$ cat config.mk
export PLATFORM = sky130hd
export DESIGN_NAME = pesc_top
export DESIGN_NICKNAME = d
export VERILOG_FILES = /design/src/hdl/pesc_pkg.sv /design/src/hdl/pesc_top.sv
export SDC_FILE = /design/constraint.sdc
export NUM_CORES = 1
export LEC_CHECK = 0
export BUFFER_PORTS_ARGS = -buffer_cell sky130_fd_sc_hd__buf_2
export CORE_MARGIN = 1
export CORE_UTILIZATION = 50
export CTS_CLUSTER_SIZE = 8
export DETAILED_ROUTE_END_ITERATION = 16
export PLACE_DENSITY_LB_ADDON = 0.12
export SKIP_CTS_REPAIR_TIMING = 1
export SYNTH_ARGS = -nofsm -noshare
export SYNTH_HDL_FRONTEND = slang
export SYNTH_SLANG_ARGS = --single-unit
$ cat constraint.sdc
create_clock -name mclk -period 3.35 [get_ports mclk]
set_clock_uncertainty 0.1 [all_clocks]
set_input_delay 0.5025 -clock mclk [delete_from_list [all_inputs] [get_ports mclk]]
set_output_delay 0.5025 -clock mclk [all_outputs]
set_load 0.05 [all_outputs]
$ cat src/hdl/pesc_pkg.sv
// Package of register map, field layouts and types for the event status counters
package pesc_pkg;
   localparam logic [5:0]  PESC_OFF_FIRST  = 6'h12;
   localparam logic [5:0]  PESC_OFF_SECOND = 6'h13;
   localparam logic [5:0]  PESC_OFF_FCC    = 6'h14;
   localparam logic [5:0]  PESC_OFF_REC    = 6'h15;
   localparam logic [5:0]  PESC_OFF_CTRL   = 6'h16;
   localparam int          PESC_NUM_EV     = 8;
   localparam int          PESC_EN_LSB     = 0;
   localparam int          PESC_ST_LSB     = 8;
   localparam int          PESC_CTRL_POL   = 3;
   localparam int          PESC_CTRL_GIE   = 1;
   localparam logic [15:0] PESC_CTRL_RST   = 16'h0008;
   localparam logic [15:0] PESC_CTRL_MASK  = 16'h000a;
   localparam logic [7:0]  PESC_FCC_MAX    = 8'hff;
   localparam logic [15:0] PESC_REC_MAX    = 16'hffff;
   localparam logic [15:0] PESC_HALF       = 16'h007f;
   localparam int          PESC_HF_FC_BIT  = 9;
   localparam int          PESC_HF_RE_BIT  = 8;
   localparam int          PESC_FC_EN_BIT  = 1;
   localparam int          PESC_RE_EN_BIT  = 0;

   // Event inputs, one per status bit of the second bank
   typedef struct packed {
      logic eee_err;
      logic an_err;
      logic page_rx;
      logic lb_fifo;
      logic xover_chg;
      logic sleep_ev;
      logic pol_wol;
      logic jabber;
   } pesc_events_t;

   // Receive path qualifiers
   typedef struct packed {
      logic false_carrier;
      logic rx_dv;
      logic rx_invalid;
      logic loopback;
   } pesc_rx_t;
endpackage

$ cat src/hdl/pesc_top.sv
// Event status bank, error counters and Wishbone slave
//
// The Wishbone register port was chosen for this implementation.
`timescale 1ns/1ps
module pesc_top
   import pesc_pkg::*;
(
   input  wire logic         mclk,
   input  wire logic         sys_rst,
   input  wire logic         wb_cyc_i,
   input  wire logic         wb_stb_i,
   input  wire logic         wb_we_i,
   input  wire logic [7:0]   wb_adr_i,
   input  wire logic [3:0]   wb_sel_i,
   input  wire logic [31:0]  wb_dat_i,
   output logic      [31:0]  wb_dat_o,
   output logic              wb_ack_o,
   output logic              wb_err_o,
   input  wire pesc_events_t ev_i,
   input  wire pesc_rx_t     rx_i,
   output logic              int_out,
   output logic              int_req
);
   // ***************************************
   // Bus decode
   // ***************************************
   logic [5:0]  idx;
   logic        req;
   logic        hit_first;
   logic        hit_second;
   logic        hit_fcc;
   logic        hit_rec;
   logic        hit_ctrl;
   logic        mapped;
   logic        take;
   logic        wr;
   logic        rd;
   logic        wr_lo;
   logic        wr_hi;
   logic        ack_reg;
   logic        err_reg;
   logic [31:0] dat_reg;
   logic [31:0] dat_next;

   assign idx        = wb_adr_i[7:2];
   assign req        = wb_cyc_i & wb_stb_i & ~ack_reg & ~err_reg;
   assign hit_first  = (idx == PESC_OFF_FIRST);
   assign hit_second = (idx == PESC_OFF_SECOND);
   assign hit_fcc    = (idx == PESC_OFF_FCC);
   assign hit_rec    = (idx == PESC_OFF_REC);
   assign hit_ctrl   = (idx == PESC_OFF_CTRL);
   assign mapped     = hit_first | hit_second | hit_fcc | hit_rec | hit_ctrl;
   assign take       = req & mapped;
   assign wr         = take & wb_we_i;
   assign rd         = take & ~wb_we_i;
   assign wr_lo      = wr & wb_sel_i[0];
   assign wr_hi      = wr & wb_sel_i[1];

   // ***************************************
   // Status and enable registers
   // ***************************************
   logic [7:0]  st2_reg;
   logic [7:0]  st2_next;
   logic [7:0]  en2_reg;
   logic [1:0]  st1_reg;
   logic [1:0]  st1_next;
   logic [1:0]  en1_reg;
   logic [15:0] ctrl_reg;
   logic [7:0]  ev_vec;
   logic        fc_hf;
   logic        re_hf;

   assign ev_vec = ev_i;
   // Set wins over the read clear
   assign st2_next = ((rd & hit_second) ? 8'h00 : st2_reg) | ev_vec;
   assign st1_next = ((rd & hit_first) ? 2'h0 : st1_reg) | {fc_hf, re_hf};

   always_ff @(posedge mclk) begin
      if (sys_rst) begin
         st2_reg <= 8'h00;
         st1_reg <= 2'h0;
      end else begin
         st2_reg <= st2_next;
         st1_reg <= st1_next;
      end
   end

   always_ff @(posedge mclk) begin
      if (sys_rst) begin
         en2_reg  <= 8'h00;
         en1_reg  <= 2'h0;
         ctrl_reg <= PESC_CTRL_RST;
      end else begin
         if (wr_lo & hit_second) begin
            en2_reg <= wb_dat_i[7:0];
         end
         if (wr_lo & hit_first) begin
            en1_reg <= wb_dat_i[1:0];
         end
         if (wr_lo & hit_ctrl) begin
            ctrl_reg <= wb_dat_i[15:0] & PESC_CTRL_MASK;
         end
      end
   end

   // ***************************************
   // Error counters
   // ***************************************
   logic [7:0]  fcc_reg;
   logic [7:0]  fcc_next;
   logic [15:0] rec_reg;
   logic [15:0] rec_next;
   logic        fc_inc;
   logic        re_inc;

   assign fc_inc = rx_i.false_carrier & (fcc_reg != PESC_FCC_MAX);
   assign re_inc = rx_i.rx_dv & rx_i.rx_invalid & ~rx_i.loopback
                 & (rec_reg != PESC_REC_MAX);
   assign fcc_next = (rd & hit_fcc) ? 8'h00 : fcc_reg + 8'(fc_inc);
   assign rec_next = (rd & hit_rec) ? 16'h0000 : rec_reg + 16'(re_inc);
   // Event on the crossing above PESC_HALF, from 127 to 128, for both counters
   assign fc_hf = fc_inc & ({8'h00, fcc_reg} == PESC_HALF);
   assign re_hf = re_inc & (rec_reg == PESC_HALF);

   always_ff @(posedge mclk) begin
      if (sys_rst) begin
         fcc_reg <= 8'h00;
         rec_reg <= 16'h0000;
      end else begin
         fcc_reg <= fcc_next;
         rec_reg <= rec_next;
      end
   end

   // ***************************************
   // Interrupt output
   // ***************************************
   logic pend;
   logic int_next;
   logic irq_reg;

   assign pend = |(st2_reg & en2_reg) | |(st1_reg & en1_reg);
   assign int_next = pend & ctrl_reg[PESC_CTRL_GIE];

   always_ff @(posedge mclk) begin
      if (sys_rst) begin
         irq_reg <= 1'b0;
      end else begin
         irq_reg <= int_next;
      end
   end

   assign int_req = irq_reg;
   assign int_out = irq_reg ^ ctrl_reg[PESC_CTRL_POL];

   // ***************************************
   // Read data and acknowledge
   // ***************************************
   always_comb begin
      dat_next = 32'h0000_0000;
      if (hit_second) begin
         dat_next[15:0] = {st2_reg, en2_reg};
      end else if (hit_first) begin
         dat_next[15:0] = {6'h00, st1_reg, 6'h00, en1_reg};
      end else if (hit_fcc) begin
         dat_next[15:0] = {8'h00, fcc_reg};
      end else if (hit_rec) begin
         dat_next[15:0] = rec_reg;
      end else if (hit_ctrl) begin
         dat_next[15:0] = ctrl_reg;
      end
   end

   always_ff @(posedge mclk) begin
      if (sys_rst) begin
         ack_reg <= 1'b0;
         err_reg <= 1'b0;
         dat_reg <= 32'h0000_0000;
      end else begin
         ack_reg <= take;
         err_reg <= req & ~mapped;
         if (rd) begin
            dat_reg <= dat_next;
         end
      end
   end

   assign wb_ack_o = ack_reg;
   assign wb_err_o = err_reg;
   assign wb_dat_o = dat_reg;
endmodule

==> flow_metrics.tcl <==
set metrics [dict create \
    status "finished, final reports clean" \
    final_layout_size_suffix_gt1_share_pct 17.80 \
    cp.required_ns 3.46 \
    antenna_cells 0 \
    cts-htree-levels 3 \
    syn_to_final_growth_pct 11.95 \
    synth.top_cell.area_share_pct 40.09 \
    period_share_pct 75.92 \
    worstReg2RegEnd "rec_reg[14]" \
    async_reset_ff_share_pct 0 \
    max_freq_mhz 393.2 \
    grt_max_degree 28 \
    wire_per_inst_um 15.33 \
    synth_xor_area_share_pct 5.127 \
    cts_sinks 65 \
    cts-root-buf "clkbuf_8" \
    worstMarginPinSlew_ns 0.6673 \
    clkSlewWorstSetupHoldPaths_ns 0.07 \
    first_global_vias 2586 \
    die_area_um2 6818 \
    min_period_ns 2.543 \
    cts_made_buffers 9 \
    crit-reg2reg-launch "rec_reg[11]" \
    fp-row-count 28 \
    cpPeakStageDelay_ns 0.38 \
    rr_worst_depth 9 \
    setup.worst_path.end "rec_reg[14]" \
    synth_area_um2 3246 \
    gp_congestion 0.8645 \
    synth_ff_type "dfxtp_1" \
    grt_antenna_before_repair 0 \
    reg2reg_slack_ns 0.81 \
    drc 0 \
    hold_class "input pin to flop" \
    synthAdderAreaFrac_pct 1.542 \
    synth_top_family_by_area "simple AND/OR/NAND/NOR gates" \
    synth.distinct_cells 53 \
    critPathLaunch "rec_reg[11]" \
    hpwl_um 5583 \
    slew_violations 0 \
    utilization_pct 59.61 \
    seq_area_frac_synth_pct 40.09 \
    crit_type "flop to flop" \
    ios 97 \
    slowest_stage "dfxtp_1" \
    routed_wl_um 7695 \
    clkLatencyLatePin_ns 0.34 \
    maxCapViolCount 0 \
    crit_path_max_fanout 7 \
    avgSynthCellArea_um2 8.564 \
    synth-seq-cells 65 \
    synth-edff-count 0 \
    grt-ovfl-total 0 \
    yosys.area_share.simple_pct 27.79 \
    grt_util_all_layers_pct 24.65 \
    core_um2 6096 \
    netlist_instances 379 \
    fillers 594 \
    synth-compound-area-share_pct 15.34 \
    initial_core_util_pct 53.24 \
    maxSlewHeadroom_pct 55.17 \
    finalHoldViolCount 0 \
    dr.first_iter.drc_count 246 \
    cp-start-kind "flop" \
    critPathArrivalTime_ns 2.66 \
    cp_cell_sequence "and4_1 > and2_1 > a41oi_1 > ha_1 > ha_1 > nand4_1 > nor4_1 > xnor2_1 > nor2_1" \
    io_buffers 51 \
    die_w_um 82.57 \
    cp_common_cell "ha_1" \
    synth_mux_area_share_pct 1.889 \
    yosysTopAreaCell "dfxtp_1" \
    yosys-top-cells-area "dfxtp_1 40%, nor2_1 6.5%, buf_4 3.7%" \
    cts_tree "yes" \
    ys_warn_count 0 \
    setup_viol 0 \
    grt_pass1_wl_um 12500 \
    crit_path_end_kind "flop" \
    first_pass_iters 5 \
    via_per_inst 5.801 \
    power.leakage_nw 1.384 \
    fin_tns_setup_ns 0 \
    die_h_um 82.57 \
    p_per_area_nw_per_um2 438.5 \
    ant_nets 0 \
    rsz0062_at_grt "false" \
    clock_path_buffers 2 \
    vias 2912 \
    final_nets 487 \
    peakVddDrop_v 0.0002903 \
]
==> stage by stage <==
stage	instance area (um^2)	hold slack, ns	worst slack, ns	power (mW)	instances
floorplan	3302	0.3499	1.054	0.9281	394
global placement	3445	0.3861	0.8355	0.9495	486
detailed placement	3445	0.3825	0.8281	0.9523	486
CTS	3633	0.2534	0.8103	1.602	502
global route	3633	0.2701	0.5719	1.651	502
finish	3633	0.2689	0.8066	1.593	502
==> cell usage after synthesis, drive strengths merged (4+ instances only) <==
master,number
ha,4
xor2,6
mux2i,5
a221o,4
clkbuf,9
buf,29
dfxtp,65
and3,10
a22o,4
a211oi,4
a21oi,20
nor4,7
nor3b,9
and4,5
nand2,13
nand3,13
o21ai,16
inv,7
a311oi,6
xnor2,13
and2,4
nor3,16
nand4,15
nor2,56
==> worst min-delay path by stage <==
| stage | startpoint | end | cells past startpoint |
|---|---|---|---|
| floorplan | ctrl_reg[1] | int_req | 2 |
| global placement | wb_dat_o[1] | wb_dat_o[1] | 2 |
| detailed placement | wb_dat_o[13] | wb_dat_o[13] | 1 |
| CTS | ev_i[2] | st2_reg[2] | 3 |
| global route | ev_i[6] | st2_reg[6] | 3 |
| finish | ev_i[2] | st2_reg[2] | 3 |
==> layout by cell type (no fill, tap or decap), types with 13 or more instances in the layout <==
master,count
buf_2,51
nor2_1,56
nand2_1,13
dfxtp_1,65
nand3_1,13
a21oi_1,20
xnor2_1,13
conb_1,16
nor3_1,16
nand4_1,15
==> kinds of logic after synthesis <==
family | count (synthesis)
AOI/OAI and AO/OA | 73
xor gates and xnor gates | 19
adders and majority gates | 4
buffers and inverters | 45
DFF | 65
muxes | 6
other | 1
and+or+nand+nor | 166
==> report_power, final <==
group / internal (mW) / switching (mW) / total, mW / leakage, nW
Sequential: 0.785 / 0.0130 / 0.798 / 0.527
Clock: 0.363 / 0.294 / 0.657 / 0.0974
Combinational: 0.0365 / 0.102 / 0.138 / 0.759
Total: 1.18 / 0.409 / 1.59 / 1.38
==> critical path: cells and delay by family (launching register included) <==
kind                     cells  cell delay, ns
AND/OR/NAND/NOR              5            1.00
flip-flops                   1            0.38
XOR/XNOR                     1            0.16
adder cells (fa/ha/maj)      2            0.52
AO/OA/AOI/OAI                1            0.25
==> cell type report <==
class | count | area (um^2) | area share, %
flip-flops and latches | 65 | 1301 | 35.81
clock buffers | 13 | 148.9 | 4.098
well taps | 75 | 93.84 | 2.583
clock inverters | 3 | 40.04 | 1.102
repair buffers | 55 | 285.3 | 7.851
multi-input cells | 284 | 1738 | 47.83
inverters | 7 | 26.28 | 0.7231
==> layer usage <==
| metal | wire length, um | track usage, % | up-vias |
|---|---|---|---|
| met3 | 404 | 4.835 | 16 |
| met4 | 138 | 11.21 | 0 |
| met2 | 3313 | 36.45 | 94 |
| met5 | 0 | 0 | - |
| met1 | 3840 | 34.41 | 1367 |
| li1 | - | - | 1435 |
(Power assumes the default switching activity.)
